**src/shared/ilk_regs_pkg.sv**
```systemverilog
// constants, field layout and carriers for the link status and control register bank
// assumes a single management clock and an ahb-lite master issuing word transfers
// Operation
// - lane wrap bit set loops that lane back
// - no wrap function in the alternate variant
// - debug bit 9 forces lock to data, not in the alternate variant
// - debug bit 8 forces lock to reference, not in the alternate variant
// - debug bit 7 clears transmit error state
// - debug bit 6 clears receive counters, flags
// - debug register zero for normal operation
// - alignment bits 0 and 1 show live state
// - alignment bit 12 shows marker sync, pam4
// - per-lane block boundary lock vector
// - per-lane metaframe sync vector
// - saturating 4-bit per-lane checksum error counters
// - sticky receive alignment loss flag
// - sticky transmit alignment loss flag
// - set inject bit corrupts that lane's checksum
// - transmit channel ready vector, alternate only
// - receive channel ready vector, alternate only
// - bad framing flag, write zero clears, pam4 only
// - uncorrectable code-word flag, write zero clears, pam4 only
package ilk_regs_pkg;
   localparam int unsigned NUM_LANES_DEF = 32;
   localparam int unsigned MAX_LANES = 32;
   localparam int unsigned CNT_W = 4;
   localparam logic [3:0] CNT_MAX = 4'hF;
   localparam logic [3:0] CNT_ONE = 4'h1;
   localparam logic [1:0] HTRANS_NONSEQ = 2'h2;
   localparam logic [7:0] IDX_WRAP = 8'h12;
   localparam logic [7:0] IDX_DBG = 8'h13;
   localparam logic [7:0] IDX_ALIGN = 8'h20;
   localparam logic [7:0] IDX_BLOCK = 8'h21;
   localparam logic [7:0] IDX_META = 8'h22;
   localparam logic [7:0] IDX_LANE_CHECKSUM_ERRORS_0 = 8'h23;
   localparam logic [7:0] IDX_LANE_CHECKSUM_ERRORS_1 = 8'h24;
   localparam logic [7:0] IDX_LANE_CHECKSUM_ERRORS_2 = 8'h25;
   localparam logic [7:0] IDX_LANE_CHECKSUM_ERRORS_3 = 8'h26;
   localparam logic [7:0] IDX_RXLOSS = 8'h28;
   localparam logic [7:0] IDX_TXLOSS = 8'h29;
   localparam logic [7:0] IDX_INJECT = 8'h38;
   localparam logic [7:0] IDX_TXRDY = 8'h40;
   localparam logic [7:0] IDX_RXRDY = 8'h41;
   localparam logic [7:0] IDX_XCODER = 8'h80;
   localparam logic [7:0] IDX_UNCOR = 8'h81;
   localparam int unsigned DBG_LOCK_DATA_BIT = 9;
   localparam int unsigned DBG_LOCK_REF_BIT = 8;
   localparam int unsigned DBG_TX_CLR_BIT = 7;
   localparam int unsigned DBG_RX_CLR_BIT = 6;
   localparam int unsigned AL_TX_BIT = 0;
   localparam int unsigned AL_RX_BIT = 1;
   localparam int unsigned AL_RS_BIT = 12;
   localparam int unsigned FLAG_BIT = 0;
   localparam logic [31:0] RST_VEC = 32'h0;
   localparam logic RST_FLAG = 1'b0;
   typedef enum logic [1:0] {
      VAR_LH = 2'b00,
      VAR_E_NRZ = 2'b01,
      VAR_E_PAM4 = 2'b10
   } variant_e;
   typedef struct packed {
      logic lock_data;
      logic lock_ref;
      logic tx_clear;
      logic rx_clear;
   } dbg_ctrl_s;
   typedef struct packed {
      logic rs_sync;
      logic rx_aligned;
      logic tx_aligned;
   } align_s;
   typedef struct packed {
      logic rx_loss;
      logic tx_loss;
      logic bad_framing;
      logic uncor;
   } event_s;
   localparam dbg_ctrl_s RST_DBG = '{default: 1'b0};
endpackage

```
**src/rtl/ilk_status_regs.sv**
```systemverilog
// link status and control register bank with an ahb-lite slave port
// level status inputs are asynchronous; error event pulses come from SYS_CLK logic
`timescale 1ns/1ps
module stat_sync #(
   parameter int W = 1
) (
   input wire logic clk,
   input wire logic rst_n,
   input wire logic [W-1:0] din,
   output logic [W-1:0] dout
);
   logic [W-1:0] s1_q, s2_q, s3_q, out_q;
   logic [W-1:0] out_d;
   // a bit moves only when the second and third stages agree
   always_comb begin
      out_d = ((s2_q ~^ s3_q) & s3_q) | ((s2_q ^ s3_q) & out_q);
   end
   always_ff @(posedge clk) begin
      if (!rst_n) begin
         s1_q <= '0;
         s2_q <= '0;
         s3_q <= '0;
         out_q <= '0;
      end else begin
         s1_q <= din;
         s2_q <= s1_q;
         s3_q <= s2_q;
         out_q <= out_d;
      end
   end
   assign dout = out_q;
endmodule // stat_sync

module ilk_status_regs import ilk_regs_pkg::*; #(
   parameter int unsigned NUM_LANES = NUM_LANES_DEF,
   parameter variant_e VARIANT = VAR_LH
) (
   input wire logic SYS_CLK,
   input wire logic RESETN,
   input wire logic HSEL,
   input wire logic [31:0] HADDR,
   input wire logic [1:0] HTRANS,
   input wire logic HWRITE,
   input wire logic [2:0] HSIZE,
   input wire logic [31:0] HWDATA,
   input wire logic HREADY,
   output logic [31:0] HRDATA,
   output logic HREADYOUT,
   output logic HRESP,
   input wire align_s ALIGN_IN,
   input wire logic [NUM_LANES-1:0] BLOCK_LOCK_IN,
   input wire logic [NUM_LANES-1:0] META_SYNC_IN,
   input wire logic [NUM_LANES-1:0] TX_CHAN_READY_IN,
   input wire logic [NUM_LANES-1:0] RX_CHAN_READY_IN,
   input wire logic [NUM_LANES-1:0] CRC_ERR_IN,
   input wire event_s EVENTS_IN,
   output logic [NUM_LANES-1:0] LANE_WRAP_EN,
   output dbg_ctrl_s DBG_CTRL,
   output logic [NUM_LANES-1:0] CRC_FAULT_INSERT
);
   localparam logic HAS_WRAP = (VARIANT == VAR_LH);
   localparam logic HAS_ETILE = (VARIANT != VAR_LH);
   localparam logic HAS_PAM4 = (VARIANT == VAR_E_PAM4);

   align_s align_s_w;
   logic [NUM_LANES-1:0] block_s, meta_s, txrdy_s, rxrdy_s;

   stat_sync #(.W(3)) u_sync_align (
      .clk(SYS_CLK),
      .rst_n(RESETN),
      .din(ALIGN_IN),
      .dout(align_s_w)
   );
   stat_sync #(.W(NUM_LANES)) u_sync_block (
      .clk(SYS_CLK),
      .rst_n(RESETN),
      .din(BLOCK_LOCK_IN),
      .dout(block_s)
   );
   stat_sync #(.W(NUM_LANES)) u_sync_meta (
      .clk(SYS_CLK),
      .rst_n(RESETN),
      .din(META_SYNC_IN),
      .dout(meta_s)
   );
   stat_sync #(.W(NUM_LANES)) u_sync_txrdy (
      .clk(SYS_CLK),
      .rst_n(RESETN),
      .din(TX_CHAN_READY_IN),
      .dout(txrdy_s)
   );
   stat_sync #(.W(NUM_LANES)) u_sync_rxrdy (
      .clk(SYS_CLK),
      .rst_n(RESETN),
      .din(RX_CHAN_READY_IN),
      .dout(rxrdy_s)
   );

   logic [NUM_LANES-1:0] wrap_q, wrap_d, inject_q, inject_d;
   dbg_ctrl_s dbg_q, dbg_d;
   logic [CNT_W-1:0] cnt_q [MAX_LANES];
   logic [CNT_W-1:0] cnt_d [MAX_LANES];
   logic rx_loss_q, rx_loss_d, tx_loss_q, tx_loss_d;
   logic xcoder_q, xcoder_d, uncor_q, uncor_d;
   logic wr_pend_q, wr_pend_d;
   logic [7:0] wr_idx_q, wr_idx_d;
   logic [31:0] rd_q, rd_d, rd_word;
   logic [127:0] crc_all;
   logic [31:0] err_pad;
   logic take, hit;
   logic [7:0] idx;

   // zero wait states: every access completes in its first data-phase cycle
   assign take = HSEL && HREADY && (HTRANS == HTRANS_NONSEQ);
   assign hit = (HADDR[31:10] == 22'h0);
   assign idx = hit ? HADDR[9:2] : 8'h00;
   assign err_pad = 32'(CRC_ERR_IN);

   always_comb begin
      crc_all = '0;
      for (int i = 0; i < MAX_LANES; i++) begin
         crc_all[i*CNT_W +: CNT_W] = cnt_q[i];
      end
   end

   // read data is registered at the address phase; unmapped words read zero
   always_comb begin
      rd_word = RST_VEC;
      if (idx == IDX_WRAP) begin
         rd_word = HAS_WRAP ? 32'(wrap_q) : RST_VEC;
      end else if (idx == IDX_DBG) begin
         rd_word[DBG_LOCK_DATA_BIT] = dbg_q.lock_data;
         rd_word[DBG_LOCK_REF_BIT] = dbg_q.lock_ref;
         rd_word[DBG_TX_CLR_BIT] = dbg_q.tx_clear;
         rd_word[DBG_RX_CLR_BIT] = dbg_q.rx_clear;
      end else if (idx == IDX_ALIGN) begin
         rd_word[AL_TX_BIT] = align_s_w.tx_aligned;
         rd_word[AL_RX_BIT] = align_s_w.rx_aligned;
         rd_word[AL_RS_BIT] = HAS_PAM4 & align_s_w.rs_sync;
      end else if (idx == IDX_BLOCK) begin
         rd_word = 32'(block_s);
      end else if (idx == IDX_META) begin
         rd_word = 32'(meta_s);
      end else if (idx == IDX_LANE_CHECKSUM_ERRORS_0) begin
         rd_word = crc_all[31:0];
      end else if (idx == IDX_LANE_CHECKSUM_ERRORS_1) begin
         rd_word = crc_all[63:32];
      end else if (idx == IDX_LANE_CHECKSUM_ERRORS_2) begin
         rd_word = crc_all[95:64];
      end else if (idx == IDX_LANE_CHECKSUM_ERRORS_3) begin
         rd_word = crc_all[127:96];
      end else if (idx == IDX_RXLOSS) begin
         rd_word[FLAG_BIT] = rx_loss_q;
      end else if (idx == IDX_TXLOSS) begin
         rd_word[FLAG_BIT] = tx_loss_q;
      end else if (idx == IDX_INJECT) begin
         rd_word = 32'(inject_q);
      end else if (idx == IDX_TXRDY) begin
         rd_word = HAS_ETILE ? 32'(txrdy_s) : RST_VEC;
      end else if (idx == IDX_RXRDY) begin
         rd_word = HAS_ETILE ? 32'(rxrdy_s) : RST_VEC;
      end else if (idx == IDX_XCODER) begin
         rd_word[FLAG_BIT] = xcoder_q;
      end else if (idx == IDX_UNCOR) begin
         rd_word[FLAG_BIT] = uncor_q;
      end
   end

   always_comb begin
      wr_pend_d = take && HWRITE && hit;
      wr_idx_d = take ? idx : wr_idx_q;
      rd_d = (take && !HWRITE) ? rd_word : rd_q;
      wrap_d = wrap_q;
      dbg_d = dbg_q;
      inject_d = inject_q;
      if (wr_pend_q) begin
         if (wr_idx_q == IDX_WRAP && HAS_WRAP) begin
            wrap_d = HWDATA[NUM_LANES-1:0];
         end else if (wr_idx_q == IDX_DBG) begin
            dbg_d.lock_data = HAS_WRAP & HWDATA[DBG_LOCK_DATA_BIT];
            dbg_d.lock_ref = HAS_WRAP & HWDATA[DBG_LOCK_REF_BIT];
            dbg_d.tx_clear = HWDATA[DBG_TX_CLR_BIT];
            dbg_d.rx_clear = HWDATA[DBG_RX_CLR_BIT];
         end else if (wr_idx_q == IDX_INJECT) begin
            inject_d = HWDATA[NUM_LANES-1:0];
         end
      end
   end

   // a new event in a clearing cycle still lands, so no loss goes unseen
   always_comb begin
      tx_loss_d = EVENTS_IN.tx_loss | (tx_loss_q & ~dbg_q.tx_clear);
      rx_loss_d = EVENTS_IN.rx_loss | (rx_loss_q & ~dbg_q.rx_clear);
      xcoder_d = HAS_PAM4 & (EVENTS_IN.bad_framing | (xcoder_q
                 & ~(wr_pend_q && wr_idx_q == IDX_XCODER && !HWDATA[FLAG_BIT])));
      uncor_d = HAS_PAM4 & (EVENTS_IN.uncor | (uncor_q
                & ~(wr_pend_q && wr_idx_q == IDX_UNCOR && !HWDATA[FLAG_BIT])));
      for (int i = 0; i < MAX_LANES; i++) begin
         cnt_d[i] = cnt_q[i];
         // counters are held at zero for as long as the clear bit stays set
         if (dbg_q.rx_clear) begin
            cnt_d[i] = '0;
         end else if (err_pad[i] && cnt_q[i] != CNT_MAX) begin
            cnt_d[i] = cnt_q[i] + CNT_ONE;
         end
      end
   end

   always_ff @(posedge SYS_CLK) begin
      if (!RESETN) begin
         wr_pend_q <= RST_FLAG;
         wr_idx_q <= 8'h00;
         rd_q <= RST_VEC;
         wrap_q <= '0;
         dbg_q <= RST_DBG;
         inject_q <= '0;
         tx_loss_q <= RST_FLAG;
         rx_loss_q <= RST_FLAG;
         xcoder_q <= RST_FLAG;
         uncor_q <= RST_FLAG;
         cnt_q <= '{default: '0};
      end else begin
         wr_pend_q <= wr_pend_d;
         wr_idx_q <= wr_idx_d;
         rd_q <= rd_d;
         wrap_q <= wrap_d;
         dbg_q <= dbg_d;
         inject_q <= inject_d;
         tx_loss_q <= tx_loss_d;
         rx_loss_q <= rx_loss_d;
         xcoder_q <= xcoder_d;
         uncor_q <= uncor_d;
         cnt_q <= cnt_d;
      end
   end

   assign HRDATA = rd_q;
   assign HREADYOUT = 1'b1;
   assign HRESP = 1'b0;
   assign LANE_WRAP_EN = wrap_q;
   assign DBG_CTRL = dbg_q;
   assign CRC_FAULT_INSERT = inject_q;

   logic rd_take;
   assign rd_take = take && !HWRITE;

   chk_wrap_write: assert property (
      @(posedge SYS_CLK) disable iff (!RESETN)
      (wr_pend_q && wr_idx_q == IDX_WRAP && HAS_WRAP)
      |=> LANE_WRAP_EN == $past(HWDATA[NUM_LANES-1:0]))
      else $error("lane wrap not loaded from write");
   chk_wrap_absent: assert property (
      @(posedge SYS_CLK) disable iff (!RESETN)
      !HAS_WRAP |-> (LANE_WRAP_EN == '0 && !DBG_CTRL.lock_data && !DBG_CTRL.lock_ref))
      else $error("wrap or lock force active in alternate variant");
   chk_lock_data: assert property (
      @(posedge SYS_CLK) disable iff (!RESETN)
      (wr_pend_q && wr_idx_q == IDX_DBG)
      |=> DBG_CTRL.lock_data == (HAS_WRAP & $past(HWDATA[DBG_LOCK_DATA_BIT])))
      else $error("lock to data force wrong");
   chk_lock_ref: assert property (
      @(posedge SYS_CLK) disable iff (!RESETN)
      (wr_pend_q && wr_idx_q == IDX_DBG)
      |=> DBG_CTRL.lock_ref == (HAS_WRAP & $past(HWDATA[DBG_LOCK_REF_BIT])))
      else $error("lock to reference force wrong");
   chk_tx_clear: assert property (
      @(posedge SYS_CLK) disable iff (!RESETN)
      (DBG_CTRL.tx_clear && !EVENTS_IN.tx_loss) |=> !tx_loss_q)
      else $error("tx loss flag survived clear");
   chk_rx_clear: assert property (
      @(posedge SYS_CLK) disable iff (!RESETN)
      (DBG_CTRL.rx_clear && !EVENTS_IN.rx_loss) |=> (!rx_loss_q && cnt_q[0] == '0))
      else $error("rx state survived clear");
   chk_dbg_reset: assert property (
      @(posedge SYS_CLK)
      !RESETN |=> (DBG_CTRL == RST_DBG && LANE_WRAP_EN == '0))
      else $error("debug control not zero after reset");
   chk_align_read: assert property (
      @(posedge SYS_CLK) disable iff (!RESETN)
      (rd_take && idx == IDX_ALIGN)
      |=> HRDATA[1:0] == $past({align_s_w.rx_aligned, align_s_w.tx_aligned}))
      else $error("alignment bits misread");
   chk_marker_sync: assert property (
      @(posedge SYS_CLK) disable iff (!RESETN)
      (rd_take && idx == IDX_ALIGN)
      |=> HRDATA[AL_RS_BIT] == (HAS_PAM4 & $past(align_s_w.rs_sync)))
      else $error("marker sync bit misread");
   chk_block_read: assert property (
      @(posedge SYS_CLK) disable iff (!RESETN)
      (rd_take && idx == IDX_BLOCK) |=> HRDATA == 32'($past(block_s)))
      else $error("block lock vector misread");
   chk_meta_read: assert property (
      @(posedge SYS_CLK) disable iff (!RESETN)
      (rd_take && idx == IDX_META) |=> HRDATA == 32'($past(meta_s)))
      else $error("metaframe vector misread");
   chk_crc_count: assert property (
      @(posedge SYS_CLK) disable iff (!RESETN)
      (!DBG_CTRL.rx_clear && CRC_ERR_IN[0])
      |=> cnt_q[0] == (($past(cnt_q[0]) == CNT_MAX) ? CNT_MAX : $past(cnt_q[0]) + CNT_ONE))
      else $error("checksum counter step or saturation wrong");
   chk_rx_loss_set: assert property (
      @(posedge SYS_CLK) disable iff (!RESETN)
      EVENTS_IN.rx_loss |=> rx_loss_q ##1 (rx_loss_q || $past(DBG_CTRL.rx_clear)))
      else $error("rx loss flag not sticky");
   chk_tx_loss_set: assert property (
      @(posedge SYS_CLK) disable iff (!RESETN)
      (tx_loss_q && !DBG_CTRL.tx_clear) |=> tx_loss_q)
      else $error("tx loss flag dropped");
   chk_inject_map: assert property (
      @(posedge SYS_CLK) disable iff (!RESETN)
      (wr_pend_q && wr_idx_q == IDX_INJECT)
      |=> CRC_FAULT_INSERT == $past(HWDATA[NUM_LANES-1:0]))
      else $error("inject vector not loaded");
   chk_ready_read: assert property (
      @(posedge SYS_CLK) disable iff (!RESETN)
      (rd_take && (idx == IDX_TXRDY || idx == IDX_RXRDY) && !HAS_ETILE) |=> HRDATA == RST_VEC)
      else $error("ready vector visible in wrong variant");
   chk_txrdy_read: assert property (
      @(posedge SYS_CLK) disable iff (!RESETN)
      (rd_take && idx == IDX_TXRDY && HAS_ETILE) |=> HRDATA == 32'($past(txrdy_s)))
      else $error("transmit ready vector misread");
   chk_rxrdy_read: assert property (
      @(posedge SYS_CLK) disable iff (!RESETN)
      (rd_take && idx == IDX_RXRDY && HAS_ETILE) |=> HRDATA == 32'($past(rxrdy_s)))
      else $error("receive ready vector misread");
   chk_framing_clr: assert property (
      @(posedge SYS_CLK) disable iff (!RESETN)
      (wr_pend_q && wr_idx_q == IDX_XCODER && !HWDATA[FLAG_BIT]
       && !EVENTS_IN.bad_framing) |=> !xcoder_q)
      else $error("framing flag not cleared by zero write");
   chk_uncor_hold: assert property (
      @(posedge SYS_CLK) disable iff (!RESETN)
      EVENTS_IN.uncor |=> (uncor_q == HAS_PAM4))
      else $error("uncorrectable flag not set");
   chk_uncor_clr: assert property (
      @(posedge SYS_CLK) disable iff (!RESETN)
      (wr_pend_q && wr_idx_q == IDX_UNCOR && !HWDATA[FLAG_BIT]
       && !EVENTS_IN.uncor) |=> !uncor_q)
      else $error("uncorrectable flag not cleared by zero write");
   chk_flag_zero: assert property (
      @(posedge SYS_CLK) disable iff (!RESETN)
      (rd_take && idx == IDX_RXLOSS) |=> HRDATA[31:1] == 31'h0)
      else $error("undefined flag bits not zero");
endmodule // ilk_status_regs

```
**config.mk**
```make
export PLATFORM = sky130hd
export DESIGN_NAME = ilk_status_regs
export DESIGN_NICKNAME = d
export VERILOG_FILES = /design/src/shared/ilk_regs_pkg.sv /design/src/rtl/ilk_status_regs.sv
export SDC_FILE = /design/constraint.sdc
export NUM_CORES = 1
export LEC_CHECK = 0
export BUFFER_PORTS_ARGS = -buffer_cell sky130_fd_sc_hd__clkbuf_2
export CAP_MARGIN = 15
export CELL_PAD_IN_SITES_DETAIL_PLACEMENT = 1
export CELL_PAD_IN_SITES_GLOBAL_PLACEMENT = 1
export CORE_UTILIZATION = 46
export DETAILED_ROUTE_END_ITERATION = 8
export PLACE_DENSITY_LB_ADDON = 0.1
export SETUP_SLACK_MARGIN = 0.02
export SLEW_MARGIN = 10
export SYNTH_ARGS = -nofsm -noshare
export SYNTH_HDL_FRONTEND = slang
export SYNTH_HIERARCHICAL = 1
export SYNTH_SLANG_ARGS = --single-unit
```
**constraint.sdc**
```tcl
create_clock -name SYS_CLK -period 3.15 [get_ports SYS_CLK]
set_clock_uncertainty 0.05 [all_clocks]
set_input_delay 0.315 -clock SYS_CLK [delete_from_list [all_inputs] [get_ports SYS_CLK]]
set_output_delay 0.315 -clock SYS_CLK [all_outputs]
set_load 0.02 [all_outputs]
```
==> run_results.csv <==
group,metric,value,unit
pwr,p_per_area,555,nW/µm²
routing,drtPass1Iterations,5,
global_route,grt.total_usage,31.4,%
pwr,p_leak,11.1,nW
floorplan,ios,343,
timing,setup_violations,0,
worst_hold_path,hold_class,"input port to register",
worst_setup_path,cp-start-kind,"input port",
worst_setup_path,crit_type,"input port to register",
run,max_cap_violations,0,
final_layout,regMostFlops,"cnt_q",
worst_setup_path,critPathCaptureType,"register",
final_layout,layout.nets,2934,
timing,fin_crit_sh,91.3,%
worst_setup_path,crit_arrival,3.32,ns
floorplan,fp-row-count,77,
timing,fmax,348,MHz
routing,wl_per_cell,22.4,µm
synthesis,syn-num-nets,2532,
cts,clk_pin_slew,0.06,ns
synthesis,syn_inst,2193,
final_layout,fin_util,58.6,%
final_layout,area_delta_synth_final,25.5,%
timing,worst_pin_slew,0.921,ns
worst_setup_path,r2r-start,"wr_idx_q[7]",
synthesis,avgSynthCellArea,9.43,µm²
routing,drc,0,
worst_hold_path,min_from,"CRC_ERR_IN[10]",
global_route,grt-ovfl-total,0,
floorplan,die_h,214,µm
worst_hold_path,whs_path_depth,3,
cts,clock_latency,0.63,ns
outcome,outcome,"finished, final reports clean",
timing,slew_headroom,38.6,%
timing,final_hold_viol_count,0,
worst_hold_path,min_to,"cnt_q[85]",
final_layout,final_common_cell,"dfxtp_1",
placement,port_buffers,268,
placement,postPlaceCellArea,22800,µm²
global_route,grt_pass1_wl,111000,µm
global_route,grt_antenna_before_repair,0,
final_layout,layout_common_cells,"503 x dfxtp_1, 267 x clkbuf_2, 201 x and2_1, 188 x nor2_1, 184 x a21oi_1",
final_layout,design_area,26000,µm²
routing,drt_first_iter_violations,1310,
cts,cts_buffers,51,
final_layout,largest_reg_flops,128,
timing,setup_ws,0.273,ns
worst_setup_path,path_max_fanout,18,
floorplan,die-area,45800,µm²
floorplan,initial_utilization,46.7,%
cts,cts_sinks,503,
global_route,grt_pass1_vias,18900,
routing,wl,72500,µm
cts,root_buffer,"clkbuf_16",
synthesis,netlist_area,20700,µm²
routing,antenna_left,0,
worst_setup_path,worst_ep_required_time,3.59,ns
worst_setup_path,r2r_slack,0.90,ns
timing,finalMaxSlewViolations,0,
placement,place_congestion,0.936,
timing,period_minus_slack,2.88,ns
timing,rsz0062_at_grt,"false",
worst_setup_path,reg2regPathDepth,6,
cts,clockBufferDepth,3,
placement,dp_hpwl,48700,µm
cts,ctsHtreeMaxLevel,2,
global_route,grt_max_degree,284,
final_layout,fillers,4976,
placement,place_ws,0.208,ns
cts,cts_tree,"yes",
routing,vias,17900,
floorplan,die-width,214,µm
final_layout,drive_gt1_share,17.8,%
floorplan,core,44300,µm²
cts,post_cts_buffers,0,
pwr,irDropWorstVdd,0.468,mV
synthesis,synth-warning-count,6,
routing,vias_per_cell,5.55,
worst_setup_path,worstReg2RegEnd,"CRC_FAULT_INSERT[18]",
timing,fin_worst_hold_slack,0.0317,ns
timing,tns,0,ns
==> timing repair <==
action,in CTS,in global routing
hold buffers,131,0
endpoints found under the hold margin,182,0
resized for setup,0,0
==> metrics by stage <==
stage	cells	total power, mW
5_1_grt	3228	14.9
6_report	3230	14.4
4_1_cts	3228	14.4
2_1_floorplan	2193	7.30
3_5_place_dp	3003	7.62
3_3_place_gp	3003	7.57
==> worst max-delay path: stages <==
cell and delay [ns]:
dlygate4sd3_1 0.54, clkbuf_2 0.16, or4b_4 0.58, buf_4 0.23
nor4_2 0.64, a221oi_1 0.33, o31ai_1 0.38, a21oi_1 0.12
==> where the power goes <==
part	switching [mW]	internal, mW	total, mW
registers	0.167	6.56	6.73
clock network	2.72	4.02	6.74
logic	0.485	0.442	0.926
total	3.37	11.0	14.4
==> routing by layer <==
metal,global-route usage (%),vias to the layer above,wire length [µm]
met5,0,-,0
met4,16.5,0,3700
met3,3.70,141,3120
met2,55.0,478,35900
met1,37.8,8879,29800
li1,-,8442,-
==> cell type report <==
class,instances,area (µm²),share of cell area [%]
Sequential cell,503,10100,38.8
Multi-Input combinational cell,1547,9860,38.0
Timing Repair Buffer,477,3340,12.9
Clock buffer,70,1470,5.65
Tap cell,592,741,2.85
Clock inverter,24,409,1.58
Inverter,15,56.3,0.217
Antenna cell,2,5.00,0.0193
==> worst max path at each step <==
stage                     slack (ns)  cells past startpoint          to      start
after floorplan                 0.88                      7  HRDATA[30]  HADDR[11]
after CTS                       0.38                      8  HRDATA[16]   HADDR[8]
after global routing            0.12                      8  HRDATA[21]   HADDR[8]
after global placement          0.28                      9  HRDATA[14]   HADDR[4]
final                           0.27                      8  HRDATA[16]   HADDR[8]
after detailed placement        0.21                      9  HRDATA[16]   HADDR[4]
Power figures use the tool's default switching activity.
